File: src/flc_defs.svh
/*
 Constants of the flash command controller: register offsets, flash
 command codes and bus-cycle timing. Assumes a 40 MHz system clock.
*/
`ifndef FLC_DEFS_SVH
`define FLC_DEFS_SVH
// software register offsets
`define FLC_OFF_CMD 8'h00
`define FLC_OFF_ADDR 8'h04
`define FLC_OFF_WDATA 8'h08
`define FLC_OFF_RDATA 8'h0c
`define FLC_OFF_STAT 8'h10
`define FLC_OFF_CTRL 8'h14
// flash command codes
`define FLC_C_ARRAY 8'hff
`define FLC_C_IDENT 8'h90
`define FLC_C_QUERY 8'h98
`define FLC_C_STATUS 8'h70
`define FLC_C_CLEAR 8'h50
`define FLC_C_PROG 8'h40
`define FLC_C_ERASE 8'h20
`define FLC_C_CONFIRM 8'hd0
`define FLC_C_SUSPEND 8'hb0
`define FLC_C_CONFIG 8'h60
`define FLC_C_LOCK 8'h01
`define FLC_C_LOCKDOWN 8'h2f
`define FLC_C_PROT 8'hc0
// status bit of the flash that says its state machine is ready
`define FLC_SR_READY 7
// control register reset value: reset/power-down pin released
`define FLC_CTRL_RST 1'b1
// timing in ns and derived cycle counts (least times round up)
`define FLC_CLK_NS 25
`define FLC_T_WP_NS 50
`define FLC_T_ACC_NS 80
`define FLC_T_HOLD_NS 25
`define FLC_CYC(ns) (((ns) + `FLC_CLK_NS - 1) / `FLC_CLK_NS)
`define FLC_SYNC_CYC 2
`endif

File: src/flc_pkg.sv
/*
 Types of the flash command controller. Assumes flc_defs.svh beside it.
*/
package flc_pkg;
	// software orders
	typedef enum logic [3:0] {
		OP_READ_ARRAY = 4'h0, OP_READ_IDENT = 4'h1, OP_READ_QUERY = 4'h2,
		OP_READ_STATUS = 4'h3, OP_POLL = 4'h4, OP_CLEAR = 4'h5,
		OP_PROGRAM = 4'h6, OP_ERASE = 4'h7, OP_SUSPEND = 4'h8,
		OP_RESUME = 4'h9, OP_LOCK = 4'ha, OP_UNLOCK = 4'hb,
		OP_LOCKDOWN = 4'hc, OP_PROT = 4'hd
	} flc_op_type;
	// read mode the flash is believed to be in
	typedef enum logic [1:0] {
		MODE_ARRAY = 2'h0, MODE_IDENT = 2'h1, MODE_QUERY = 2'h2,
		MODE_STATUS = 2'h3
	} flc_mode_type;
	// sequencer states
	typedef enum logic [3:0] {
		ST_IDLE = 4'h1, ST_W1 = 4'h2, ST_W2 = 4'h4, ST_RD = 4'h8
	} flc_state_type;
	// bus-cycle engine states
	typedef enum logic [3:0] {
		CY_IDLE = 4'h1, CY_SETUP = 4'h2, CY_PULSE = 4'h4, CY_HOLD = 4'h8
	} flc_cyc_state_type;
endpackage : flc_pkg

File: src/flc_cyc_if.sv
/*
 Request and answer between sequencer and bus-cycle engine.
 Assumes one clock shared by both ends.
*/
`timescale 1ns/10ps
interface flc_cyc_if #(parameter int AW = 22);
	logic req;
	logic wr;
	logic [AW-1:0] addr;
	logic [15:0] wdata;
	logic [15:0] rdata;
	logic done;
	modport master(output req, wr, addr, wdata, input rdata, done);
	modport engine(input req, wr, addr, wdata, output rdata, done);
endinterface : flc_cyc_if

File: src/flc_cycle.sv
/*
 Bus-cycle engine: one asynchronous flash write or read per request.
 Assumes the flash data pins are outside the clock domain.
*/
`timescale 1ns/10ps
`include "flc_defs.svh"
module flc_cycle import flc_pkg::*; #(
	parameter int AW = 22,
	parameter int WP_CYC = `FLC_CYC(`FLC_T_WP_NS),
	parameter int ACC_CYC = `FLC_CYC(`FLC_T_ACC_NS),
	parameter int HOLD_CYC = `FLC_CYC(`FLC_T_HOLD_NS)
) (
	input wire logic clk,
	input wire logic rstn,
	flc_cyc_if.engine cyc,
	output logic ce_n,
	output logic we_n,
	output logic oe_n,
	output logic [AW-1:0] fa,
	output logic [15:0] dq_o,
	output logic dq_oe,
	input wire logic [15:0] dq_i
);
	flc_cyc_state_type st_r;
	logic [7:0] cnt_r;
	logic wr_r;
	logic [15:0] dq_s1_r;
	logic [15:0] dq_s2_r;
	logic [15:0] rdata_r;

	// pins are asynchronous to us: two flops before use
	always_ff @(posedge clk) begin
		dq_s1_r <= dq_i;
		dq_s2_r <= dq_s1_r;
	end

	// phase sequencing; the read pulse is stretched by the synchroniser
	always_ff @(posedge clk) begin
		if (!rstn) begin
			st_r <= CY_IDLE;
			cnt_r <= 8'h00;
			wr_r <= 1'b0;
		end else begin
			case (st_r)
				CY_IDLE: begin
					if (cyc.req) begin
						st_r <= CY_SETUP;
						wr_r <= cyc.wr;
					end
				end
				CY_SETUP: begin
					st_r <= CY_PULSE;
					cnt_r <= wr_r ? 8'(WP_CYC - 1) :
						8'(ACC_CYC + `FLC_SYNC_CYC - 1);
				end
				CY_PULSE: begin
					if (cnt_r == 8'h00) begin
						st_r <= CY_HOLD;
						cnt_r <= 8'(HOLD_CYC - 1);
					end else begin
						cnt_r <= cnt_r - 8'h01;
					end
				end
				CY_HOLD: begin
					if (cnt_r == 8'h00) begin
						st_r <= CY_IDLE;
					end else begin
						cnt_r <= cnt_r - 8'h01;
					end
				end
				default: st_r <= CY_IDLE;
			endcase
		end
	end

	// address and data latched at request, held through the hold phase
	always_ff @(posedge clk) begin
		if (!rstn) begin
			fa <= '0;
			dq_o <= 16'h0000;
		end else if (st_r == CY_IDLE && cyc.req) begin
			fa <= cyc.addr;
			dq_o <= cyc.wdata;
		end
	end

	// pin strobes from flops so they never glitch
	always_ff @(posedge clk) begin
		if (!rstn) begin
			ce_n <= 1'b1;
			we_n <= 1'b1;
			oe_n <= 1'b1;
			dq_oe <= 1'b0;
		end else begin
			ce_n <= !(st_r == CY_SETUP || st_r == CY_PULSE ||
				(st_r == CY_HOLD && cnt_r != 8'h00));
			we_n <= !(wr_r && (st_r == CY_SETUP ||
				(st_r == CY_PULSE && cnt_r != 8'h00)));
			oe_n <= !(!wr_r && (st_r == CY_SETUP ||
				(st_r == CY_PULSE && cnt_r != 8'h00)));
			dq_oe <= wr_r && st_r != CY_IDLE;
		end
	end

	// sample read data at the end of the stretched pulse
	always_ff @(posedge clk) begin
		if (!rstn) begin
			rdata_r <= 16'h0000;
		end else if (st_r == CY_PULSE && cnt_r == 8'h00 && !wr_r) begin
			rdata_r <= dq_s2_r;
		end
	end

	assign cyc.rdata = rdata_r;
	assign cyc.done = (st_r == CY_HOLD) && (cnt_r == 8'h00);

	we_in_ce_a: assert property (
		@(posedge clk) disable iff (!rstn) !we_n |-> !ce_n)
		else $error("write strobe low outside chip select");
	no_fight_a: assert property (
		@(posedge clk) disable iff (!rstn) !oe_n |-> !dq_oe)
		else $error("output enable low while data driven");
	we_width_a: assert property (
		@(posedge clk) disable iff (!rstn)
		$fell(we_n) |-> !we_n ##1 !we_n ##1 we_n) // two low cycles
		else $error("write pulse width wrong");
	data_hold_a: assert property (
		@(posedge clk) disable iff (!rstn)
		$rose(we_n) |-> dq_oe && !ce_n && $stable(dq_o) && $stable(fa))
		else $error("address or data moved at write edge");
endmodule : flc_cycle

File: src/flc_ctrl.sv
/*
 Host-side flash command controller: turns software orders into flash
 command sequences. Assumes a flash with asynchronous parallel pins.
*/
`timescale 1ns/10ps
`include "flc_defs.svh"
module flc_ctrl import flc_pkg::*; #(
	parameter int AW = 22
) (
	input wire logic clk,
	input wire logic rstn,
	input wire logic [7:0] sw_addr,
	input wire logic [31:0] sw_wdata,
	input wire logic sw_wr,
	input wire logic sw_rd,
	output logic [31:0] sw_rdata,
	output logic ce_n,
	output logic we_n,
	output logic oe_n,
	output logic reset_powerdown_n,
	output logic [AW-1:0] fa,
	output logic [15:0] dq_o,
	output logic dq_oe,
	input wire logic [15:0] dq_i
);
	flc_cyc_if #(.AW(AW)) cyc();
	flc_state_type st_r;
	flc_mode_type mode_r;
	flc_op_type op;
	logic [AW-1:0] addr_r;
	logic [15:0] wdata_r;
	logic [15:0] rdata_r;
	logic [7:0] status_r;
	logic [7:0] code1_r;
	logic [15:0] data2_r;
	logic need_w1;
	logic need_w2;
	logic need_rd;
	logic w2_r;
	logic rd_r;
	logic issued_r;
	logic running_r;
	logic refused_r;
	logic ctrl_r;
	logic cmd_wr;
	logic allowed;
	logic accept;
	logic [7:0] c1;
	logic [15:0] d2;

	flc_cycle #(.AW(AW)) u_cycle (
		.clk(clk),
		.rstn(rstn),
		.cyc(cyc),
		.ce_n(ce_n),
		.we_n(we_n),
		.oe_n(oe_n),
		.fa(fa),
		.dq_o(dq_o),
		.dq_oe(dq_oe),
		.dq_i(dq_i)
	);

	assign op = flc_op_type'(sw_wdata[3:0]);
	assign cmd_wr = sw_wr && sw_addr == `FLC_OFF_CMD;
	// while the flash runs it takes only status and suspend orders
	assign allowed = !running_r || op == OP_READ_STATUS ||
		op == OP_POLL || op == OP_SUSPEND;
	assign accept = cmd_wr && st_r == ST_IDLE && allowed && ctrl_r;

	// decode an order into first code, second word and a trailing read
	always_comb begin
		c1 = `FLC_C_ARRAY;
		d2 = wdata_r;
		need_w1 = 1'b1;
		need_w2 = 1'b0;
		need_rd = 1'b0;
		case (op)
			OP_READ_ARRAY: begin
				need_w1 = mode_r != MODE_ARRAY;
				need_rd = 1'b1;
			end
			OP_READ_IDENT: begin
				c1 = `FLC_C_IDENT;
				need_rd = 1'b1;
			end
			OP_READ_QUERY: begin
				c1 = `FLC_C_QUERY;
				need_rd = 1'b1;
			end
			OP_READ_STATUS: begin
				c1 = `FLC_C_STATUS;
				need_rd = 1'b1;
			end
			OP_POLL: begin
				need_w1 = 1'b0;
				need_rd = 1'b1;
			end
			OP_CLEAR: c1 = `FLC_C_CLEAR;
			OP_PROGRAM: begin
				c1 = `FLC_C_PROG;
				need_w2 = 1'b1;
			end
			OP_ERASE: begin
				c1 = `FLC_C_ERASE;
				d2 = {8'h00, `FLC_C_CONFIRM};
				need_w2 = 1'b1;
			end
			OP_SUSPEND: c1 = `FLC_C_SUSPEND;
			OP_RESUME: c1 = `FLC_C_CONFIRM;
			OP_LOCK: begin
				c1 = `FLC_C_CONFIG;
				d2 = {8'h00, `FLC_C_LOCK};
				need_w2 = 1'b1;
			end
			OP_UNLOCK: begin
				c1 = `FLC_C_CONFIG;
				d2 = {8'h00, `FLC_C_CONFIRM};
				need_w2 = 1'b1;
			end
			OP_LOCKDOWN: begin
				c1 = `FLC_C_CONFIG;
				d2 = {8'h00, `FLC_C_LOCKDOWN};
				need_w2 = 1'b1;
			end
			OP_PROT: begin
				c1 = `FLC_C_PROT;
				need_w2 = 1'b1;
			end
			default: need_w1 = 1'b0;
		endcase
	end

	// sequencer: first write, second write, read, each only if needed
	always_ff @(posedge clk) begin
		if (!rstn) begin
			st_r <= ST_IDLE;
			code1_r <= `FLC_C_ARRAY;
			data2_r <= 16'h0000;
			w2_r <= 1'b0;
			rd_r <= 1'b0;
		end else begin
			case (st_r)
				ST_IDLE: begin
					if (accept) begin
						code1_r <= c1;
						data2_r <= d2;
						w2_r <= need_w2;
						rd_r <= need_rd;
						st_r <= need_w1 ? ST_W1 : (need_rd ? ST_RD : ST_IDLE);
					end
				end
				ST_W1: begin
					if (cyc.done) begin
						st_r <= w2_r ? ST_W2 : (rd_r ? ST_RD : ST_IDLE);
					end
				end
				ST_W2: begin
					if (cyc.done) begin
						st_r <= ST_IDLE;
					end
				end
				ST_RD: begin
					if (cyc.done) begin
						st_r <= ST_IDLE;
					end
				end
				default: st_r <= ST_IDLE;
			endcase
		end
	end

	// one request per bus cycle
	always_ff @(posedge clk) begin
		if (!rstn) begin
			issued_r <= 1'b0;
		end else if (cyc.done) begin
			issued_r <= 1'b0;
		end else if (cyc.req) begin
			issued_r <= 1'b1;
		end
	end
	assign cyc.req = st_r != ST_IDLE && !issued_r && !cyc.done;
	assign cyc.wr = st_r != ST_RD;
	assign cyc.addr = addr_r;
	assign cyc.wdata = st_r == ST_W2 ? data2_r : {8'h00, code1_r};

	// believed read mode; program and erase leave the flash in status
	always_ff @(posedge clk) begin
		if (!rstn || !ctrl_r) begin
			mode_r <= MODE_ARRAY;
		end else if (accept && need_w1) begin
			case (c1)
				`FLC_C_ARRAY: mode_r <= MODE_ARRAY;
				`FLC_C_IDENT: mode_r <= MODE_IDENT;
				`FLC_C_QUERY: mode_r <= MODE_QUERY;
				`FLC_C_CLEAR, `FLC_C_CONFIG: mode_r <= mode_r;
				default: mode_r <= MODE_STATUS;
			endcase
		end
	end

	// the flash is busy from a start until a status read shows ready
	always_ff @(posedge clk) begin
		if (!rstn || !ctrl_r) begin
			running_r <= 1'b0;
		end else if (accept && (op == OP_PROGRAM || op == OP_ERASE ||
			op == OP_PROT || op == OP_RESUME)) begin
			running_r <= 1'b1;
		end else if (st_r == ST_RD && cyc.done && mode_r == MODE_STATUS &&
			cyc.rdata[`FLC_SR_READY]) begin
			running_r <= 1'b0;
		end
	end

	// read results; the last status byte keeps the flash's error flags
	always_ff @(posedge clk) begin
		if (!rstn) begin
			rdata_r <= 16'h0000;
			status_r <= 8'h00;
		end else if (st_r == ST_RD && cyc.done) begin
			rdata_r <= cyc.rdata;
			if (mode_r == MODE_STATUS) begin
				status_r <= cyc.rdata[7:0];
			end
		end
	end

	// software registers
	always_ff @(posedge clk) begin
		if (!rstn) begin
			addr_r <= '0;
			wdata_r <= 16'h0000;
			ctrl_r <= `FLC_CTRL_RST;
			refused_r <= 1'b0;
		end else begin
			if (sw_wr && sw_addr == `FLC_OFF_ADDR) begin
				addr_r <= sw_wdata[AW-1:0];
			end else if (sw_wr && sw_addr == `FLC_OFF_WDATA) begin
				wdata_r <= sw_wdata[15:0];
			end else if (sw_wr && sw_addr == `FLC_OFF_CTRL) begin
				ctrl_r <= sw_wdata[0];
			end
			if (cmd_wr) begin
				refused_r <= !accept;
			end
		end
	end
	assign reset_powerdown_n = ctrl_r;

	// read answer one cycle after the strobe; unmapped reads give zero
	always_ff @(posedge clk) begin
		if (!rstn) begin
			sw_rdata <= 32'h0000_0000;
		end else if (sw_rd) begin
			if (sw_addr == `FLC_OFF_ADDR) begin
				sw_rdata <= 32'(addr_r);
			end else if (sw_addr == `FLC_OFF_WDATA) begin
				sw_rdata <= {16'h0000, wdata_r};
			end else if (sw_addr == `FLC_OFF_RDATA) begin
				sw_rdata <= {16'h0000, rdata_r};
			end else if (sw_addr == `FLC_OFF_STAT) begin
				sw_rdata <= {16'h0000, status_r, 2'b00, mode_r, 1'b0,
					refused_r, running_r, st_r != ST_IDLE};
			end else if (sw_addr == `FLC_OFF_CTRL) begin
				sw_rdata <= {31'h0000_0000, ctrl_r};
			end else begin
				sw_rdata <= 32'h0000_0000;
			end
		end else begin
			sw_rdata <= 32'h0000_0000;
		end
	end

	refuse_busy_a: assert property (
		@(posedge clk) disable iff (!rstn)
		cmd_wr && running_r && !allowed |=> refused_r && st_r == ST_IDLE)
		else $error("order taken while flash busy");
	prog_status_a: assert property (
		@(posedge clk) disable iff (!rstn)
		accept && op == OP_PROGRAM |=> mode_r == MODE_STATUS && running_r)
		else $error("program did not enter status mode");
	array_prefix_a: assert property (
		@(posedge clk) disable iff (!rstn)
		accept && op == OP_READ_ARRAY && mode_r != MODE_ARRAY |=>
		st_r == ST_W1 && code1_r == `FLC_C_ARRAY)
		else $error("array read without array command");
	clear_code_a: assert property (
		@(posedge clk) disable iff (!rstn)
		accept && op == OP_CLEAR |=> code1_r == `FLC_C_CLEAR && !w2_r)
		else $error("clear status code wrong");
	erase_pair_a: assert property (
		@(posedge clk) disable iff (!rstn)
		accept && op == OP_ERASE |=> code1_r == `FLC_C_ERASE &&
		data2_r[7:0] == `FLC_C_CONFIRM && w2_r)
		else $error("erase pair wrong");
	powerdown_a: assert property (
		@(posedge clk) disable iff (!rstn)
		!ctrl_r |-> !reset_powerdown_n ##1
		(!running_r && mode_r == MODE_ARRAY))
		else $error("power-down did not clear state");
	unlock_pair_a: assert property (
		@(posedge clk) disable iff (!rstn)
		accept && op == OP_UNLOCK |=> code1_r == `FLC_C_CONFIG &&
		data2_r[7:0] == `FLC_C_CONFIRM)
		else $error("unlock pair wrong");
endmodule : flc_ctrl

File: config.mk
export PLATFORM = sky130hd
export DESIGN_NAME = flc_ctrl
export DESIGN_NICKNAME = d
export VERILOG_FILES = /design/src/flc_pkg.sv /design/src/flc_cyc_if.sv /design/src/flc_cycle.sv /design/src/flc_ctrl.sv
export VERILOG_INCLUDE_DIRS = /design/src
export SDC_FILE = /design/constraint.sdc
export NUM_CORES = 1
export LEC_CHECK = 0
export BUFFER_PORTS_ARGS = -buffer_cell sky130_fd_sc_hd__clkbuf_2
export CAP_MARGIN = 40
export CORE_MARGIN = 5
export CORE_UTILIZATION = 45
export CTS_BUF_LIST = sky130_fd_sc_hd__clkbuf_4 sky130_fd_sc_hd__clkbuf_8
export DETAILED_ROUTE_END_ITERATION = 16
export PLACE_DENSITY = 0.67
export SLEW_MARGIN = 20
export SYNTH_ARGS = -nofsm -noshare
export SYNTH_HDL_FRONTEND = slang
export SYNTH_SLANG_ARGS = --single-unit
File: constraint.sdc
create_clock -name clk -period 6.15 [get_ports clk]
set_input_delay 1.23 -clock clk [delete_from_list [all_inputs] [get_ports clk]]
set_output_delay 1.23 -clock clk [all_outputs]
set_load 0.03 [all_outputs]
---- Yosys cells after proc, flatten, opt, wreduce, memory -nomap -nowiden ----
Index checks and enable logic that the tools add are counted.
word-level totals
  logic and storage cells ................. 175
  output and inout bits ................... 75
  bits in registers ....................... 233
operators by class
  bitwise logic cells ..................... 5
  multiplexer cells ....................... 30
  add/subtract/negate cells ............... 1
  equal/unequal tests ..................... 42
  reduce and logical (&&, ||, !) cells .... 69
operators by type and width
  kind                count
  $pmux 8 s10         1
  $mux 16             4
  $pmux 16 s3         1
  $mux 4              10
  $eq 4x4->1 const B  8
  $eq 4x3->1 const B  6
  $eq 8x8->1 const B  3
  $pmux 8 s3          1
  $logic_and 1x1->1   23
  $mux 22             1
  $eq 4x2->1 const B  4
  $eq 8x4->1 const B  2
  $eq 8x5->1 const B  2
  $eq 8x7->1 const B  2
  $logic_not 8->1     2
  $mux 8              2
  $pmux 4 s4          1
  $reduce_and 2->1    7
  $eq 4x1->1 const B  3
  $pmux 4 s3          1
  $reduce_or 12->1    1
  $reduce_or 6->1     2
  $logic_not 1->1     10
  $logic_or 1x1->1    10
  other kinds (20)    40

---- Longest topological paths before layout ----
  word-level depth ........................ 8
  mapped depth ............................ 9

---- By module ----
From an unflattened synthesis, not the netlist that was laid out.
unflattened totals
  cells, all modules ...................... 1,006
  area, all modules ....................... 8,824.7 um^2
by module, submodules not included
  module     cells an instance  sequential area each (um^2)  area an instance (um^2)  instances
  flc_ctrl   637                2,362.3                      5,363.9                  1
  flc_cycle  369                2,062.0                      3,460.8                  1

---- Least setup slack after synthesis ----
OpenSTA, ideal clock, no wires.
  path type ............................... input port to flip-flop
  from .................................... in sw_wdata[0]
  to ...................................... reg w2_r
  arrival ................................. 2.610 ns
  required time ........................... 6.034 ns
  path slack .............................. 3.424 ns
  buffers on the path ..................... 2
  stages .................................. 7
  path through ............................ buf_2 -> or2_0 -> buf_2 -> o221ai_2 -> nand3_1 -> or3b_2 -> o211a_1
between the ends
  longest elaborated chain between the ends .. 7
  elaborated cells on any way between the ends .. 17
RTL lines
  item                             RTL line         source
  from (decl)                      flc_ctrl.sv:13   input wire logic [31:0] sw_wdata,
  $eq 4x2->1                       flc_ctrl.sv:67   assign allowed = !running_r || op == OP_READ_STATUS ||
  $logic_or 1x1->1 (2 in series)   flc_ctrl.sv:67
  $logic_or 1x1->1                 flc_ctrl.sv:68   op == OP_POLL || op == OP_SUSPEND;
  $logic_and 1x1->1 (2 in series)  flc_ctrl.sv:69   assign accept = cmd_wr && st_r == ST_IDLE && allowed && ctrl_r;
  $reduce_and 2->1 (no line)       -
  to (signal assigned)             flc_ctrl.sv:148  w2_r <= need_w2;
  to (decl)                        flc_ctrl.sv:39   logic w2_r;
Several ways; a longest one is shown, not always the timed one.
A chain may end at the register's enable or synchronous reset.

---- Worst setup path after layout ----
  from .................................... in sw_addr[6]
  to ...................................... reg sw_rdata[3]
between the ends
  longest elaborated chain between the ends .. 4
  elaborated cells on any way between the ends .. 6
RTL lines
  item                  RTL line         source
  from (decl)           flc_ctrl.sv:12   input wire logic [7:0] sw_addr,
  $eq 8x4->1 (no line)  -
  $mux 16               flc_ctrl.sv:260  end else if (sw_addr == `FLC_OFF_RDATA) begin
  $mux 16               flc_ctrl.sv:258  end else if (sw_addr == `FLC_OFF_WDATA) begin
  $mux 22 *             flc_ctrl.sv:256  if (sw_addr == `FLC_OFF_ADDR) begin
  to (signal assigned)  flc_ctrl.sv:257  sw_rdata <= 32'(addr_r);
  to (signal assigned)  flc_ctrl.sv:259  sw_rdata <= {16'h0000, wdata_r};
  to (signal assigned)  flc_ctrl.sv:261  sw_rdata <= {16'h0000, rdata_r};
  to (decl)             flc_ctrl.sv:16   output logic [31:0] sw_rdata,
Every way passes the cells marked *; elsewhere a longest branch is shown, timed or not.

==> flow_summary.ini <==
[synthesis]
ys_warn_count = 0
synth.distinct_cells = 63
synth_area_leaders = dfxtp_1 (53%), mux2i_1 (11%), nand2_1 (4.9%)
synth.top_cell.area_share_pct = 52.76
seq_area_frac_synth_pct = 52.76
yosysTopAreaCell = dfxtp_1
syn_inst = 879
synth_edf_count = 0
synth_ff_type = dfxtp_1
synth-seq-cells = 221
syn_area_sq_um = 8386
syn_avg_cell_area_sq_um = 9.540
synthArstFlopShare_pct = 0

[sta]
fmax_mhz = 353.4
fin_skew_ns = 0.03414
maxSlewHeadroom_pct = 47.35
slew_viol_final = 0
rsz0062_at_grt = no
worst_pin_slew_ns = 0.7878
fin_ws_ns = 3.320
period_needed_ns = 2.830
tns_ns = 0
min_period_over_period_pct = 46.01
hold_viol_final = 0
report.final.setup_viol = 0

[die]
die_x_um = 146.5
initial_utilization_pct = 45.28
die_h_um = 146.5
num_rows = 50
fp.coreArea_sq_um = 18520
die_area_sq_um = 21470
ios = 135

[setup_path]
criticalPathCategory = primary input to flop
cp-end-kind = flop
critPathArrivalTime_ns = 3.20
crit_path_max_fanout = 14
cp.required_ns = 6.52
startpoint_type = primary input

[worst_hold_path]
hold_path.class = flop to flop

[cts]
cts_tree = built
cts_resized = 0
cts_buffer_depth = 3
htree_levels = 2
cts.sinks = 221
clock_latency_ns = 0.53
root_buffer = clkbuf_8
cts_buffers = 37
postCtsSetupBuffers = 0
clk_pin_slew_ns = 0.06
ctsHoldBuffers = 0

[power_and_ir_drop]
combinationalPowerShare_pct = 3.5
p_switching_uw = 656.1
power_frac_clock_pct = 46.2
switching_share_pct = 22.78
power.density_nw_per_um2 = 293.9
p_int_uw = 2224
share_seq_of_total_power_pct = 50.4
p_leak_uw = 0.004266
vdd_ir_drop_max_mv = 0.1881

[detailed_routing]
drtIter0Drc = 330
met3_length_um = 977
post-route-drc-count = 0
met1_length_mm = 9.357
routed.top_layer = met4
dr_wl_met2_mm = 8.645
routed-via-count = 6368
first_pass_iters = 5
ant_nets = 0
routed_wirelength_mm = 19.32
drt-vias-per-instance = 5.115
post_drt_wl_per_cell_um = 15.52

[place]
dp_hpwl_mm = 13.42
place_ws_ns = 2.721
gp_congestion = 0.8446
portBuffers = 114

[global_route]
overflow = 0
grt.total_usage_pct = 18.04
grt_first_pass_wirelength_mm = 32.04
antenna_found_initial = 0
grt_pass1_vias = 6249
grt_max_degree = 78

[final_layout]
multi_input_area_sq_um = 3575
diodes = 0
area_growth_syn_to_layout_pct = 16.88
layout.nets = 1045
register_area_sq_um = 4424
drive_gt1_share_pct = 21.36
fillers = 1694

[run_status]
outcome = finished, final reports clean

[run]
max-cap-violations = 0
[sequential cells by signal, summed over array words and instances (netlist names), 16 cells and up]
name and flops:
u_cycle.dq_o 16, u_cycle.dq_s2_r 16, u_cycle.fa 22, u_cycle.dq_s1_r 16, u_cycle.cyc.rdata 16, sw_rdata 22
rdata_r 16, addr_r 22, data2_r 16, wdata_r 16
[per-layer routing]
layer  up-vias  GRT usage, %
li1       3228             -
met1      2956         25.07
met2       155         28.04
met3        29         4.035
met4         0         5.738
met5         -             0
[power by group through the flow]
| stage | combinational, uW | clock [uW] | sequential (uW) |
|---|---|---|---|
| 6_report | 99.5 | 1330 | 1450 |
| 5_1_grt | 109 | 1430 | 1450 |
| 4_1_cts | 99.4 | 1360 | 1450 |
| 3_3_place_gp | 97.7 | 0 | 1480 |
| 2_1_floorplan | 70.6 | 0 | 1480 |
| 3_5_place_dp | 99.1 | 0 | 1480 |
[cell families after synthesis]
| family | Yosys count | synth area share [%] |
|---|---|---|
| AO/OA/AOI/OAI | 153 | 11.49 |
| XOR/XNOR | 8 | 0.8356 |
| adder cells (fa/ha/maj) | 2 | 0.2984 |
| buffers and inverters | 80 | 5.148 |
| flip-flops | 221 | 52.76 |
| multiplexers | 95 | 11.34 |
| other | 1 | 0.04472 |
| AND/OR/NAND/NOR | 319 | 18.08 |
[layout make-up]
type / instances / share of cell area [%]
clock buffer: 57 / 7.302
clock inverter: 10 / 0.6511
inverter: 10 / 0.4085
multi-input combinational: 587 / 36.47
sequential: 221 / 45.14
tap: 234 / 2.987
timing repair buffer: 126 / 7.034
[final timing paths]
kind                                      start                     endpoint  slack [ns]  cells after the start
setup reg to reg  u_cycle.cnt_r[0]$_SDFFE_PN0P_     status_r[7]$_SDFFE_PN0P_        3.59                      8
setup / recovery                     sw_addr[6]       sw_rdata[3]$_SDFF_PN0_        3.32                      6
hold / removal      u_cycle.dq_s1_r[11]$_DFF_P_  u_cycle.dq_s2_r[11]$_DFF_P_        0.32                      0
hold reg to reg     u_cycle.dq_s1_r[11]$_DFF_P_  u_cycle.dq_s2_r[11]$_DFF_P_        0.32                      0
[Yosys cell counts, types with 4 or more instances]
cell type,count
dfxtp_1,221
nand2_1,109
nor2_1,109
mux2i_1,95
a21oi_1,59
o21ai_0,37
clkbuf_1,31
nand3_1,26
nor3_1,18
a211oi_1,17
buf_2,15
a22o_1,13
buf_4,13
inv_1,9
and2_1,8
buf_6,8
nand2b_1,6
nor2b_1,5
nor4b_1,5
o211ai_1,5
xor2_1,5
nor3b_1,4
[worst max-delay path, stage by stage]
cell	delay (ns)
clkbuf_2	0.09
nor4_1	0.38
nor2b_1	0.31
and3_1	0.55
nand2_1	0.21
o21ai_0	0.42
[placed cells by master (no fill, tap or decap), types with 18 or more instances in the layout]
cell type and n:
clkbuf_8 46, nand2_1 109, a21oi_1 59, o21ai_0 37, nor3_1 18, clkbuf_2 114
mux2i_1 95, dfxtp_1 221, nand3_1 26, nor2_1 109
[through the flow]
step	power (uW)	instance area, sq um	utilization (%)	hold WS, ns	std cells
2_1_floorplan	1555	8419	-	0.3096	888
3_3_place_gp	1580	8955	48.36	0.3103	1173
3_5_place_dp	1582	9006	48.64	0.3121	1177
4_1_cts	2913	9786	52.84	0.3208	1244
5_1_grt	2995	9801	52.93	0.3273	1245
6_report	2881	9801	52.93	0.3212	1245
Power figures use the tool's default switching activity.
